## config.mk

```make
export PLATFORM = sky130hd
export DESIGN_NAME = tcc_timer
export DESIGN_NICKNAME = d
export VERILOG_FILES = /design/src/design/tcc_pkg.sv /design/src/design/tcc_capture_channel.sv /design/src/design/tcc_timer.sv
export VERILOG_INCLUDE_DIRS = /design/src /design/src/design
export SDC_FILE = /design/constraint.sdc
export NUM_CORES = 1
export LEC_CHECK = 0
export BUFFER_PORTS_ARGS = -buffer_cell sky130_fd_sc_hd__buf_2
export CORE_MARGIN = 1
export CORE_UTILIZATION = 55
export DETAILED_ROUTE_END_ITERATION = 6
export GPL_TIMING_DRIVEN = 0
export PLACE_DENSITY = 0.74
export SLEW_MARGIN = 20
export SYNTH_ARGS = -nofsm -noshare
export SYNTH_HDL_FRONTEND = slang
export SYNTH_SLANG_ARGS = --single-unit
```

## constraint.sdc

```tcl
create_clock -name core_clk -period 4.14 [get_ports core_clk]
set_input_delay 0.621 -clock core_clk [delete_from_list [all_inputs] [get_ports core_clk]]
set_output_delay 0.621 -clock core_clk [all_outputs]
set_load 0.005 [all_outputs]
```

## src/design/tcc_defs.svh

```systemverilog
/*
 register offsets, field positions, reset values and prescaler reload values of the
 16-bit capture timer; assumes a byte-wide register port
*/
`ifndef TCC_DEFS_SVH
`define TCC_DEFS_SVH

// register offsets (byte index on the register port)
`define TCC_OFS_COUNT_LOW     4'h0
`define TCC_OFS_COUNT_HIGH    4'h1
`define TCC_OFS_CONTROL       4'h2
`define TCC_OFS_MASK          4'h3
`define TCC_OFS_PERIOD_LOW    4'h4
`define TCC_OFS_PERIOD_HIGH   4'h5
`define TCC_OFS_CHCTL_BASE    4'h6
`define TCC_OFS_CAP_BASE      4'h9
`define TCC_OFS_RADIO_MASK    4'hf

// timer_control_status fields
`define TCC_CTL_MODE_LSB      0
`define TCC_CTL_DIV_LSB       2
`define TCC_CTL_TCF_BIT       4
`define TCC_CTL_CHF_LSB       5

// timer_mask_register fields
`define TCC_MSK_TCM_BIT       0

// channel_control fields
`define TCC_CC_EDGE_LSB       0
`define TCC_CC_SRC_BIT        2
`define TCC_CC_IM_BIT         3

// reset values
`define TCC_RST_CONTROL       8'h00
`define TCC_RST_MASK          8'h01
`define TCC_RST_CHCTL         8'h00
`define TCC_RST_PERIOD        16'hffff
`define TCC_RST_RADIO_MASK    8'h00

// counter limits
`define TCC_COUNT_ZERO        16'h0000
`define TCC_COUNT_TOP         16'hffff

// prescaler reload values (division minus one)
`define TCC_DIV1_LAST         7'h00
`define TCC_DIV8_LAST         7'h07
`define TCC_DIV32_LAST        7'h1f
`define TCC_DIV128_LAST       7'h7f

`endif

```

## src/design/tcc_pkg.sv

```systemverilog
/*
 types shared by the capture timer files; assumes tcc_defs.svh for numbers
*/
package tcc_pkg;

   // count mode field of timer_control_status
   typedef enum logic [1:0] {
      TCC_MODE_HALT   = 2'b00,
      TCC_MODE_FREE   = 2'b01,
      TCC_MODE_MODULO = 2'b10,
      TCC_MODE_UPDOWN = 2'b11
   } tcc_mode_e;

   // capture edge select of channel_control
   typedef enum logic [1:0] {
      TCC_EDGE_NONE    = 2'b00,
      TCC_EDGE_RISING  = 2'b01,
      TCC_EDGE_FALLING = 2'b10,
      TCC_EDGE_ANY     = 2'b11
   } tcc_edge_e;

   typedef logic [15:0] tcc_count_t;

endpackage

```

## src/design/tcc_capture_channel.sv

```systemverilog
/*
 one capture channel: pin synchroniser, edge detect, source select, capture
 register and sticky event flag; assumes the timer drives tick-free count
*/
`timescale 1ns/1ps
`include "tcc_defs.svh"

module tcc_capture_channel
(
   input  wire logic           core_clk,
   input  wire logic           resetn,
   input  wire logic           pin_in,
   input  wire logic           radio_event,
   input  wire logic           running,
   input  wire tcc_pkg::tcc_count_t count,
   input  wire logic [7:0]     ctl,
   input  wire logic           flag_clear,
   output logic                event_flag,
   output tcc_pkg::tcc_count_t capture_value
);
   import tcc_pkg::*;

   logic      sync_a;
   logic      sync_b;
   logic      pin_prev;
   tcc_edge_e edge_sel;
   logic      src_radio;
   logic      rise;
   logic      fall;
   logic      pin_hit;
   logic      capture;

   // pin decode; only sync_b and later stages are looked at
   assign edge_sel  = tcc_edge_e'(ctl[`TCC_CC_EDGE_LSB +: 2]);
   assign src_radio = ctl[`TCC_CC_SRC_BIT];
   assign rise      = sync_b & ~pin_prev;
   assign fall      = ~sync_b & pin_prev;
   assign pin_hit   = (edge_sel == TCC_EDGE_RISING  && rise) ||
                      (edge_sel == TCC_EDGE_FALLING && fall) ||
                      (edge_sel == TCC_EDGE_ANY     && (rise || fall));
   // radio source ignores the pin edge setting
   assign capture   = running && (src_radio ? radio_event : pin_hit);

   // two-flop synchroniser, pulses shorter than a clock may be missed
   always_ff @(posedge core_clk or negedge resetn)
   begin
      if (!resetn)
      begin
         sync_a   <= 1'b0;
         sync_b   <= 1'b0;
         pin_prev <= 1'b0;
      end
      else
      begin
         sync_a   <= pin_in;
         sync_b   <= sync_a;
         pin_prev <= sync_b;
      end
   end

   // capture register and flag; a new capture beats a clear
   always_ff @(posedge core_clk or negedge resetn)
   begin
      if (!resetn)
      begin
         capture_value <= `TCC_COUNT_ZERO;
         event_flag    <= 1'b0;
      end
      else
      begin
         if (capture)
            capture_value <= count;
         if (capture)
            event_flag <= 1'b1;
         else if (flag_clear)
            event_flag <= 1'b0;
      end
   end

endmodule

```

## src/design/tcc_timer.sv

```systemverilog
/*
 16-bit timer/counter with prescaler, three capture channels and a byte-wide
 register port; assumes a system tick strobe from the clock controller, pins
 synchronous-safe through the channel synchronisers, and a radio event level
 per radio interrupt source
*/
`timescale 1ns/1ps
`include "tcc_defs.svh"

// Notes on behaviour
// - 16-bit counter steps one per tick edge
// - prescaler divides tick by 1, 8, 32, 128
// - low byte read latches high byte
// - any low byte write clears counter
// - nonzero mode runs, zero halts holding value
// - free mode wraps ffff to zero
// - free wrap sets flag, mask gates request
// - modulo counts up to period value
// - modulo terminal sets flag, masked request
// - up/down ramps between zero and period
// - up/down never sets terminal flag
// - low byte write forces direction up
// - three channels, each own control register
// - capture copies counter on chosen edge
// - pin inputs synchronised; pulses exceed one clock
// - capture sets flag, channel mask gates request
// - source select picks pin or radio
// - enabled radio sources trigger capture
// - enabling mask over set flag re-requests
module tcc_timer
#(
   parameter int CHANNELS    = 3,
   parameter int RADIO_LINES = 8
)
(
   input  wire logic                   core_clk,
   input  wire logic                   resetn,
   input  wire logic                   sys_tick,
   input  wire logic [3:0]             reg_addr,
   input  wire logic [7:0]             reg_wdata,
   input  wire logic                   reg_write,
   input  wire logic                   reg_read,
   output logic [7:0]                  reg_rdata,
   input  wire logic [CHANNELS-1:0]    channel_pin,
   input  wire logic [RADIO_LINES-1:0] radio_irq,
   output logic                        timer_irq,
   output tcc_pkg::tcc_count_t         count_value
);
   import tcc_pkg::*;

   logic [7:0]          control;
   logic [7:0]          mask_reg;
   logic [7:0]          radio_mask;
   tcc_count_t          period;
   logic [7:0]          count_high_latch;
   logic [6:0]          prescale;
   logic                count_down;
   logic                tc_flag;
   logic                irq_level_q;
   logic [7:0]          chctl [CHANNELS];
   tcc_count_t          capv [CHANNELS];
   logic [CHANNELS-1:0] ch_flag;

   tcc_mode_e           mode;
   logic [6:0]          div_last;
   logic                running;
   logic                active_edge;
   logic                wr_low;
   logic                rd_low;
   logic                wr_ctl;
   logic                at_top;
   logic                at_period;
   logic                tc_event;
   logic                radio_event;
   tcc_count_t          next_count;
   logic                next_down;
   logic [7:0]          next_rdata;
   logic                irq_level;
   logic [CHANNELS-1:0] ch_irq;
   tcc_count_t          count;

   // register strobes
   assign wr_low = reg_write && reg_addr == `TCC_OFS_COUNT_LOW;
   assign rd_low = reg_read && reg_addr == `TCC_OFS_COUNT_LOW;
   assign wr_ctl = reg_write && reg_addr == `TCC_OFS_CONTROL;

   // mode and prescale decode
   assign mode     = tcc_mode_e'(control[`TCC_CTL_MODE_LSB +: 2]);
   assign running  = mode != TCC_MODE_HALT;
   assign div_last = (control[`TCC_CTL_DIV_LSB +: 2] == 2'd0) ? `TCC_DIV1_LAST :
                     (control[`TCC_CTL_DIV_LSB +: 2] == 2'd1) ? `TCC_DIV8_LAST :
                     (control[`TCC_CTL_DIV_LSB +: 2] == 2'd2) ? `TCC_DIV32_LAST :
                                                                `TCC_DIV128_LAST;
   assign active_edge = running && sys_tick && prescale == `TCC_DIV1_LAST;

   // terminal decode
   assign at_top    = count == `TCC_COUNT_TOP;
   assign at_period = count == period;
   // up/down reaching the period is not a terminal event
   assign tc_event  = active_edge &&
                      ((mode == TCC_MODE_FREE && at_top) ||
                       (mode == TCC_MODE_MODULO && at_period));

   // next count per mode
   always_comb
   begin
      next_count = count;
      next_down  = count_down;
      if (active_edge)
      begin
         unique case (mode)
            TCC_MODE_HALT:
               next_count = count;
            TCC_MODE_FREE:
               next_count = at_top ? `TCC_COUNT_ZERO : count + 16'h0001;
            TCC_MODE_MODULO:
               next_count = at_period ? `TCC_COUNT_ZERO : count + 16'h0001;
            TCC_MODE_UPDOWN:
            begin
               // turn around at either end; period of zero just holds at zero
               if (!count_down && (at_period || at_top))
               begin
                  next_down  = 1'b1;
                  next_count = (count == `TCC_COUNT_ZERO) ? count : count - 16'h0001;
               end
               else if (count_down && count == `TCC_COUNT_ZERO)
               begin
                  next_down  = 1'b0;
                  next_count = at_period ? count : count + 16'h0001;
               end
               else
                  next_count = count_down ? count - 16'h0001 : count + 16'h0001;
            end
         endcase
      end
      if (wr_low)
      begin
         next_count = `TCC_COUNT_ZERO;
         next_down  = 1'b0;
      end
   end

   // counter, direction and prescaler; the prescaler restarts with the counter
   always_ff @(posedge core_clk or negedge resetn)
   begin
      if (!resetn)
      begin
         count      <= `TCC_COUNT_ZERO;
         count_down <= 1'b0;
         prescale   <= `TCC_DIV1_LAST;
      end
      else
      begin
         count      <= next_count;
         count_down <= next_down;
         if (wr_low || !running)
            prescale <= div_last;
         else if (sys_tick)
            prescale <= (prescale == `TCC_DIV1_LAST) ? div_last : prescale - 7'h01;
      end
   end

   // configuration registers
   always_ff @(posedge core_clk or negedge resetn)
   begin
      if (!resetn)
      begin
         control    <= `TCC_RST_CONTROL;
         mask_reg   <= `TCC_RST_MASK;
         radio_mask <= `TCC_RST_RADIO_MASK;
         period     <= `TCC_RST_PERIOD;
      end
      else if (reg_write)
      begin
         if (reg_addr == `TCC_OFS_CONTROL)
            control[3:0] <= reg_wdata[3:0];
         if (reg_addr == `TCC_OFS_MASK)
            mask_reg <= {7'h00, reg_wdata[`TCC_MSK_TCM_BIT]};
         if (reg_addr == `TCC_OFS_RADIO_MASK)
            radio_mask <= reg_wdata;
         if (reg_addr == `TCC_OFS_PERIOD_LOW)
            period[7:0] <= reg_wdata;
         if (reg_addr == `TCC_OFS_PERIOD_HIGH)
            period[15:8] <= reg_wdata;
      end
   end

   // terminal flag: an event wins over a zero written at the same edge
   always_ff @(posedge core_clk or negedge resetn)
   begin
      if (!resetn)
         tc_flag <= 1'b0;
      else if (tc_event)
         tc_flag <= 1'b1;
      else if (wr_ctl && !reg_wdata[`TCC_CTL_TCF_BIT])
         tc_flag <= 1'b0;
   end

   // high byte is buffered only by a low byte read
   always_ff @(posedge core_clk or negedge resetn)
   begin
      if (!resetn)
         count_high_latch <= 8'h00;
      else if (rd_low)
         count_high_latch <= count[15:8];
   end

   // radio trigger is any enabled radio source
   assign radio_event = |(radio_irq & radio_mask);

   // channel blocks and their control registers
   generate
      for (genvar ch = 0; ch < CHANNELS; ch++)
      begin : g_ch
         logic ctl_hit;
         assign ctl_hit = reg_write && reg_addr == 4'(`TCC_OFS_CHCTL_BASE + ch);

         always_ff @(posedge core_clk or negedge resetn)
         begin
            if (!resetn)
               chctl[ch] <= `TCC_RST_CHCTL;
            else if (ctl_hit)
               chctl[ch] <= {4'h0, reg_wdata[3:0]};
         end

         tcc_capture_channel u_chan
         (
            .core_clk      (core_clk),
            .resetn        (resetn),
            .pin_in        (channel_pin[ch]),
            .radio_event   (radio_event),
            .running       (running),
            .count         (count),
            .ctl           (chctl[ch]),
            .flag_clear    (wr_ctl && !reg_wdata[`TCC_CTL_CHF_LSB + ch]),
            .event_flag    (ch_flag[ch]),
            .capture_value (capv[ch])
         );

         assign ch_irq[ch] = ch_flag[ch] && chctl[ch][`TCC_CC_IM_BIT];
      end
   endgenerate

   // request is flag and mask; a rising level is a new request
   assign irq_level = (tc_flag && mask_reg[`TCC_MSK_TCM_BIT]) || (|ch_irq);

   // one-cycle request pulse on each rise, so a mask set over a pending flag
   // raises a fresh request
   always_ff @(posedge core_clk or negedge resetn)
   begin
      if (!resetn)
         irq_level_q <= 1'b0;
      else
         irq_level_q <= irq_level;
   end
   assign timer_irq = irq_level && !irq_level_q;

   // read mux; channel captures sit at base plus two per channel
   always_comb
   begin
      next_rdata = 8'h00;
      unique case (reg_addr)
         `TCC_OFS_COUNT_LOW:   next_rdata = count[7:0];
         `TCC_OFS_COUNT_HIGH:  next_rdata = count_high_latch;
         `TCC_OFS_CONTROL:     next_rdata = {ch_flag, tc_flag, control[3:0]};
         `TCC_OFS_MASK:        next_rdata = mask_reg;
         `TCC_OFS_PERIOD_LOW:  next_rdata = period[7:0];
         `TCC_OFS_PERIOD_HIGH: next_rdata = period[15:8];
         4'h6:                 next_rdata = chctl[0];
         4'h7:                 next_rdata = chctl[1];
         4'h8:                 next_rdata = chctl[2];
         4'h9:                 next_rdata = capv[0][7:0];
         4'ha:                 next_rdata = capv[0][15:8];
         4'hb:                 next_rdata = capv[1][7:0];
         4'hc:                 next_rdata = capv[1][15:8];
         4'hd:                 next_rdata = capv[2][7:0];
         4'he:                 next_rdata = capv[2][15:8];
         `TCC_OFS_RADIO_MASK:  next_rdata = radio_mask;
      endcase
   end

   // read data stands the cycle after the strobe only
   always_ff @(posedge core_clk or negedge resetn)
   begin
      if (!resetn)
         reg_rdata <= 8'h00;
      else if (reg_read)
         reg_rdata <= next_rdata;
      else
         reg_rdata <= 8'h00;
   end

   assign count_value = count;

endmodule

```

; ---- Yosys cells after proc, flatten, opt, wreduce, memory -nomap -nowiden
; Cells that the tools add are included.
[totals]
in_bits = 28
reg_bits = 143
out_inout_bits = 25
word_cells = 191
[classes]
n_eq_ne = 34
n_reduce_logical = 77
bitwise = 13
mux = 34
addsub = 3
[ops]
columns = operator, n
row1 = 16-bit 2-to-1 mux, 9
row2 = 8-bit one-hot mux with 16 select lines, 1
row3 = 16-bit one-hot mux with 3 select lines, 1
row4 = 7-bit 2-to-1 mux, 6
row5 = 1-bit logical AND, 34
row6 = "4-bit equality test, second input constant", 8
row7 = "2-bit equality test, second input constant", 9
row8 = "16-bit by 1-bit adder with 16-bit output, second input constant", 1
row9 = 16-bit equality test, 1
row10 = "16-bit equality test, second input constant", 1
row11 = "4-bit by 3-bit equality test with 1-bit output, second input constant", 4
row12 = 16-bit logical NOT, 1
row13 = 1-bit 2-to-1 mux, 16
row14 = 2-bit nonzero test, 8
row15 = "16-bit by 1-bit subtractor with 16-bit output, second input constant", 1
row16 = 1-bit logical OR, 13
row17 = "2-bit by 1-bit equality test with 1-bit output, second input constant", 5
row18 = 2-bit AND reduction, 5
row19 = 8-bit bitwise AND, 1
row20 = "4-bit by 2-bit equality test with 1-bit output, second input constant", 2
row21 = 8-bit 2-to-1 mux, 1
row22 = 8-bit OR reduction, 1
row23 = 1-bit logical NOT, 7
row24 = 7-bit logical NOT, 1
row25 = 13 further kinds, 24

; ---- Longest topological paths before layout
; Gate-level depths: netlist of the first run.
[depth]
word_depth = 8
depth_mapped = 12
mapped_depth_nobuf = 9

; ---- Modules after synthesis
; A second synthesis of the first run with hierarchy kept.
[hier_totals]
hier_cells = 712
hier_area_um2 = 7915.1
[by_module_without_submodules]
columns = module, instances, cells_per_inst, seq_area_each_um2, area_each_um2
row1 = tcc_timer, 1, 565, 2098.3, 5411.4
row2 = tcc_capture_channel, 3, 49, 500.5, 834.6

; ---- Least setup slack after synthesis of the first run
; Ideal clock, no wire load.
[synth_timing]
kind = reg2reg
start = register count[0] (netlist: count_value[0])
end = register count[10] (netlist: count_value[10])
required_ns = 4.058
slack_ns = 1.726
arrival_ns = 2.332
path_buffers = 2
stages_incl_launch_ff = 12
setup_time_ns = 0.082
period_less_slack_ns = 2.414
path_cell_list = dfrtp_1 -> buf_2 -> inv_1 -> ha_1 -> nor3b_1 -> nand4_2 -> o21bai_1 -> o21ba_4 -> buf_12 -> mux2i_1 -> or3b_1 -> a31oi_1
[synth_via]
elab_chain_cells = 7
word_cells_on_any_way = 21
classes_between = add/sub (2) / eq/ne (4) / mux (10) / reduce/logical (5)
[synth_rtl]
columns = item, line
row1 = from (decl), tcc_timer.sv:80  ; tcc_count_t count;
row2 = from (signal assigned), tcc_timer.sv:148  ; count <= `TCC_COUNT_ZERO;
row3 = from (signal assigned), tcc_timer.sv:154  ; count <= next_count;
row4 = 16-bit by 1-bit adder with 16-bit output (tied with other cells), -
row5 = 16-bit 2-to-1 mux (tied with other cells), tcc_timer.sv:132  ; next_count = count_down ? count - 16'h0001 : count + 16'h0001;
row6 = 16-bit 2-to-1 mux or 1-bit logical AND (tied branches), "tcc_timer.sv:126, tcc_timer.sv:121"
row7 = 16-bit 2-to-1 mux, tcc_timer.sv:121  ; if (!count_down && (at_period || at_top))
row8 = 16-bit one-hot mux with 3 select lines, tcc_timer.sv:111  ; unique case (mode)
row9 = 16-bit 2-to-1 mux, tcc_timer.sv:109  ; if (active_edge)
row10 = 16-bit 2-to-1 mux, tcc_timer.sv:136  ; if (wr_low)
; Several ways; a longest one is shown, not always the timed one. The select of a mux whose other input is x is not followed.
; A chain may end at the register's enable or synchronous reset.

; ---- Final worst setup path of the first run
[layout_timing]
start = register control[0]
end = register g_ch[0].u_chan.capture_value[13]
[layout_via]
elab_chain_cells = 2
[layout_rtl]
columns = item, line
row1 = from (decl), tcc_timer.sv:51  ; logic [7:0] control;
row2 = from (signal assigned), tcc_timer.sv:168  ; control <= `TCC_RST_CONTROL;
row3 = from (signal assigned), tcc_timer.sv:176  ; control[3:0] <= reg_wdata[3:0];
row4 = 2-bit nonzero test, tcc_timer.sv:89  ; assign running = mode != TCC_MODE_HALT;
row5 = 1-bit logical AND, tcc_capture_channel.sv:42  ; assign capture = running && (src_radio ? radio_event : pin_hit);
row6 = to (signal assigned), tcc_capture_channel.sv:66  ; capture_value <= `TCC_COUNT_ZERO;
row7 = to (signal assigned), tcc_capture_channel.sv:72  ; capture_value <= count;
row8 = to (decl), tcc_capture_channel.sv:19  ; output tcc_pkg::tcc_count_t capture_value
; No other way between the ends.

==> flow_summary.ini, run 1 <==
[synth]
synth_top_family_by_area = multiplexers
yosys_warnings = 0
synth_seq_cells = 143
synth.yosys.seq_area_share = 0.4603
async_reset_ff_frac = 1.000
synth-compound-area-share = 0.1490
syn_inst = 739
synth_xor_area_frac = 0.02016
ys.flop_type = dfrtp_1
synth-simple-area-share = 0.1344
syn_nets = 778
ys_types = 68
synth_edf_count = 0
synth_area_um2 = 7820
synth_adder_area_share = 0.01760
post_synth_mux_area_share = 0.1766
syn_area_per_cell_um2 = 10.58

[power_and_ir_drop]
switchingPower_mw = 1.530
clock_power_share = 0.369
p_int_mw = 3.259
pwr-share-comb = 0.245
ir_drop_v = 0.0005341
leakagePower_nw = 3.990
seq_power_share = 0.386
swShare = 0.3195
p_per_area_nw_per_um2 = 531.0

[floorplanning]
num_io_pins = 53
die_h_um = 121.2
die_w_um = 121.2
initial_core_util = 0.5634
design.core.area_um2 = 13880
die-area_um2 = 14700
row_count = 43

[detailed_routing]
vias = 6653
wl_per_cell_um = 25.03
wl_met3_mm = 1.818
routed_via_density = 6.646
routed.top_layer = met4
dr_wl_met2_mm = 11.85
drc = 0
first_pass_iters = 6
drt_iter0_drc = 705
met1_length_mm = 10.14
wirelength_mm = 25.06
drtAntennaViolNets = 0

[placed_design]
hpwl_mm = 17.87
routabilityCongestion = 0.9624
portBuffers = 48
pre_cts_ws_ns = 0.9972

[critical_path]
cp-start-kind = flip-flop
worstPathArrival_ns = 3.43
worst_setup_path_end_kind = flip-flop
cp.required_ns = 4.45
worstPathMaxFanout = 10
crit_type = reg2reg

[flow_run]
cap_violations = 0

[global_routing]
grt_max_degree = 91
grt_pass1_wl_mm = 38.36
grt_pass1_vias = 6582
antenna_found_initial = 0
grtUsageTotal = 0.3620
grt_overflow = 0

[finish]
area.growth.synth_to_final_pct = 15.31
fill_cells = 1139
drive_gt1_frac = 0.2862
largest_reg_flops = 48
multi_input_area_um2 = 3899
fin_nets = 847
n_antenna_cell = 0
fin_util = 0.6496
top_register = g_ch.u_chan.capture_value
seqCellArea_um2 = 3600

[clock_tree]
cts_buffer_depth = 2
clkLatencyLatePin_ns = 0.43
numCtsBuffers = 17
cts_setup_buffers = 0
cts.htree.levels = 4
cts_sinks = 143
cts-root-buf = clkbuf_16
hold_buffers = 0
path_clk_slew_ns = 0.06
tritoncts = done
cts_resized = 0

[timing]
clock.fmax_mhz = 320.5
worstMarginPinSlew_ns = 1.030
relSlewSlack = 0.3123
period_needed_ns = 3.120
layout_setup_ws_ns = 1.020
worst_hold_slack_ns = 0.09178
finalCritPeriodShare = 0.7536
setup_viol = 0
grt_setup_unrepaired = no
hold_violations = 0
drv_slew = 0
skew_ns = 0.006873
fin_tns_setup_ns = 0

[worst_hold_path]
hold_class = in2async

[run_status]
status = complete, no violations
-- routing by layer --
metal,GRT usage,vias up
li1,-,2875
met1,0.4685,3350
met2,0.5718,345
met3,0.06673,83
met4,0.2022,0
met5,0,-
-- synth_stat cells (all sizes together), types with 3 or more instances --
cell type  number  share of area
dfrtp         126           0.40
mux2          104           0.15
nand2          48          0.023
a21oi          41          0.026
nor2           40          0.019
o21ai          39          0.025
nand3          29          0.019
clkbuf         26          0.013
buf            23          0.020
mux2i          21          0.027
a22oi          20          0.019
inv            19         0.0091
dfstp          17          0.057
xnor2          16          0.018
nor3           15          0.010
a31oi          14          0.011
nand4          12          0.010
ha             11          0.018
a211oi         10          0.012
nand2b          9         0.0072
nor4            8          0.011
or3             7         0.0056
a221oi          6         0.0067
a22o            6         0.0067
nor2b           6         0.0048
o211ai          6         0.0058
and3            5         0.0040
nand3b          5         0.0048
a32oi           4         0.0045
o21a            4         0.0038
o22ai           4         0.0032
or3b            3         0.0034
-- cell type report --
| cell class | count | area share |
|---|---|---|
| plain buffers | 49 | 0.02844 |
| repair buffers | 50 | 0.03205 |
| clock inverters | 13 | 0.02595 |
| inverters | 19 | 0.007909 |
| multi-input cells | 528 | 0.4324 |
| flip-flops and latches | 143 | 0.3992 |
| well taps | 180 | 0.02498 |
| clock buffers | 19 | 0.04912 |
-- power groups by stage --
stage	registers [mW]	clock network [mW]	logic, mW
after floorplan	1.77	0	0.793
after global placement	1.85	0	1.10
after detailed placement	1.86	0	1.15
after CTS	1.84	1.78	1.15
after global routing	1.87	1.85	1.26
final	1.85	1.77	1.17
-- worst paths after layout --
path                                        from                          endpoint  slack (ns)  cells past startpoint
setup / recovery                      control[0]  g_ch[0].u_chan.capture_value[13]        1.02                      5
hold / removal                            resetn                    count_value[3]        0.09                      1
setup reg to reg                      control[0]  g_ch[0].u_chan.capture_value[13]        1.02                      5
hold reg to reg            g_ch[1].u_chan.sync_a             g_ch[1].u_chan.sync_b        0.35                      0
max in group asynchronous                 resetn                       mask_reg[0]        3.24                      2
min in group core_clk             channel_pin[0]             g_ch[0].u_chan.sync_a        0.30                      1
-- cell families after synthesis --
logic type               count (synthesis)
XOR/XNOR                                18
flip-flops                             143
buffers and inverters                   68
multiplexers                           125
adder cells (fa/ha/maj)                 11
AO/OA/AOI/OAI                          175
AND/OR/NAND/NOR                        199
-- layout by cell type, fill, tap and decap left out, drive strengths merged, types with 9 or more instances in the layout --
| cell type | count |
|---|---|
| clkbuf | 45 |
| nor2 | 40 |
| nand2b | 9 |
| buf | 73 |
| nand2 | 48 |
| dfstp | 17 |
| a31oi | 14 |
| a21oi | 41 |
| a22oi | 20 |
| mux2i | 21 |
| nor3 | 15 |
| mux2 | 104 |
| ha | 11 |
| dfrtp | 126 |
| o21ai | 39 |
| nand4 | 12 |
| a211oi | 10 |
| inv | 20 |
| nand3 | 29 |
| xnor2 | 16 |
-- worst max-delay path, stage by stage (launching register included) --
cell and delay (ns):
dfrtp_1 0.35, clkbuf_1 0.49, nor2_1 0.26, a211oi_2 0.86
clkbuf_1 0.63, mux2_2 0.42
-- per-stage QoR --
stage / cell area [um2] / power, mW / std cells
6_report: 9017 / 4.788 / 1001
3_5_place_dp: 8341 / 3.009 / 969
4_1_cts: 9017 / 4.779 / 1001
3_3_place_gp: 8285 / 2.949 / 967
2_1_floorplan: 7820 / 2.567 / 739
5_1_grt: 9017 / 4.980 / 1001
Note: power is estimated with default switching activity, not from simulation.
==> run 2, diff against run 1 <==
==> constraint.sdc (replaced) <==
create_clock -name core_clk -period 3.2 [get_ports core_clk]
set_input_delay 0.48 -clock core_clk [delete_from_list [all_inputs] [get_ports core_clk]]
set_output_delay 0.48 -clock core_clk [all_outputs]
set_load 0.005 [all_outputs]
==> run 2 against run 1 <==
Against the previous run: die area unchanged; worst setup slack worse by 0.92 ns; critical endpoint unchanged; combinational power up 30%; clock skew up 0.0025 ns; largest power group unchanged; non-clock buffer count up 1; global-route usage about the same; hold slack better by 0.062 ns; critical path type unchanged; via count about the same; first-iteration DRC count up 10%; core utilization up 0.072 points; clock-buffer cell count unchanged; highest routed layer unchanged.
==> flow_summary.ini, run 2 (synthesized netlist as in run 1, its figures left out) <==
[power_and_ir_drop]
p_per_area_nw_per_um2 = 687.3
leakagePower_nw = 3.994
clock_power_share = 0.369
switchingPower_mw = 1.988
swShare = 0.3204
ir_drop_v = 0.0006899
p_int_mw = 4.217
seq_power_share = 0.386
pwr-share-comb = 0.245

[critical_path]
critPathTopFamily = buffers and inverters
crit_type = reg2reg
cp-start-kind = flip-flop
crit_buf_inv = 2
r2r_cells = 5
cpMostUsedCell = clkbuf_1
worstPathArrival_ns = 3.41
worstPathMaxFanout = 10
worst_setup_path_end_kind = flip-flop
slowest_stage = a211oi_2
cp.required_ns = 3.51
path_cells = clkbuf_1, nor2_1, a211oi_2, clkbuf_1, mux2_2
worst-path-stages = 5
slowest_delay_ns = 0.86

[floorplanning]
die_h_um = 121.2
design.core.area_um2 = 13880
die_w_um = 121.2
num_io_pins = 53
row_count = 43
initial_core_util = 0.5634
die-area_um2 = 14700

[placed_design]
routabilityCongestion = 0.9624
hpwl_mm = 17.87
portBuffers = 48
postPlaceCellArea_um2 = 8341
place_inst = 969

[timing]
finalCritPeriodShare = 0.9676
period_needed_ns = 3.096
setup_viol = 0
relSlewSlack = 0.3054
drv_slew = 0
fin_tns_setup_ns = 0
clock.fmax_mhz = 323.0
grt_setup_unrepaired = no
worstMarginPinSlew_ns = 1.040
hold_violations = 0
worst_hold_slack_ns = 0.1539
skew_ns = 0.009376

[global_routing]
antenna_found_initial = 0
grt_max_degree = 91
grt_pass1_wl_mm = 38.39
grt_pass1_vias = 6594
grtUsageTotal = 0.3622
grt_overflow = 0

[detailed_routing]
vias = 6651
routed_via_density = 6.638
drtAntennaViolNets = 0
drc = 0
drt_iter0_drc = 776
wl_per_cell_um = 25.15
first_pass_iters = 7
wirelength_mm = 25.20

[flow_run]
cap_violations = 0

[clock_tree]
path_clk_slew_ns = 0.06
cts.htree.levels = 4
cts_sinks = 143
clkLatencyLatePin_ns = 0.43
cts_buffer_depth = 2
cts-root-buf = clkbuf_16
cts_setup_buffers = 0
numCtsBuffers = 17
tritoncts = done

[worst_hold_path]
whs_path_depth = 1
hold_class = in2reg

[finish]
largest_reg_flops = 48
area.growth.synth_to_final_pct = 15.44
fill_cells = 1138
layout_common_cells = dfrtp_1, mux2_2, buf_2, nand2_1, a21oi_1
n_antenna_cell = 0
fin_nets = 848
drive_gt1_frac = 0.2859
fin_area_um2 = 9027
final_cells = 1002
top_register = g_ch.u_chan.capture_value
fin_util = 0.6504
final_common_cell = dfrtp_1
multi_input_area_um2 = 3899
seqCellArea_um2 = 3600

[run_status]
status = complete, no violations
run 2: cell count changes in the layout (fill, tap and decap cells not counted), sizes merged:
cell | before | now
dlygate4sd3 | 0 | 1
run 2: per-layer routing:
layer | up-vias | track usage | share of wire
met4 | 0 | 0.2022 | 0.051
met5 | - | 0 | 0
met3 | 80 | 0.06673 | 0.073
li1 | 2871 | - | -
met2 | 357 | 0.5725 | 0.47
met1 | 3343 | 0.4685 | 0.40
run 2: final cells by class:
class	instances	share of cell area
timing repair buffer	51	0.03313
sequential	143	0.3988
buffer	49	0.02841
multi-input combinational	528	0.4319
tap	180	0.02495
clock inverter	13	0.02592
inverter	19	0.007900
clock buffer	19	0.04906
run 2: final timing paths:
check / to / slack, ns / startpoint
max: g_ch[0].u_chan.capture_value[13] / 0.10 / control[0]
min: g_ch[0].u_chan.sync_a / 0.15 / channel_pin[0]
max reg2reg: g_ch[0].u_chan.capture_value[13] / 0.10 / control[0]
min reg2reg: g_ch[1].u_chan.sync_b / 0.35 / g_ch[1].u_chan.sync_a
max in group asynchronous: mask_reg[0] / 1.84 / resetn
min in group asynchronous: count_value[3] / 0.55 / resetn
run 2: power by group through the flow:
stage	sequential [mW]	clock, mW	combinational [mW]
global placement	2.40	0	1.42
global route	2.42	2.39	1.63
CTS	2.38	2.31	1.49
floorplan	2.29	0	1.03
finish	2.40	2.29	1.52
detailed placement	2.41	0	1.48
run 2: worst reg2reg max path, cell delays in order (launching register included):
cell	delay (ns)
dfrtp_1	0.35
clkbuf_1	0.48
nor2_1	0.26
a211oi_2	0.86
clkbuf_1	0.61
mux2_2	0.42
run 2: metrics by stage:
stage	worst slack, ns	total power [mW]
final	0.1038	6.204
after global routing	0.05888	6.444
after CTS	0.1609	6.184
after detailed placement	0.1982	3.893
after global placement	-0.2757	3.816
after floorplan	0.7856	3.321
run 2: repair_timing:
item / in CTS / in global routing
resized for setup: 0 / 0
hold endpoints to repair: 43 / 0
endpoints found under the setup margin: 0 / 0
hold buffers: 1 / 0
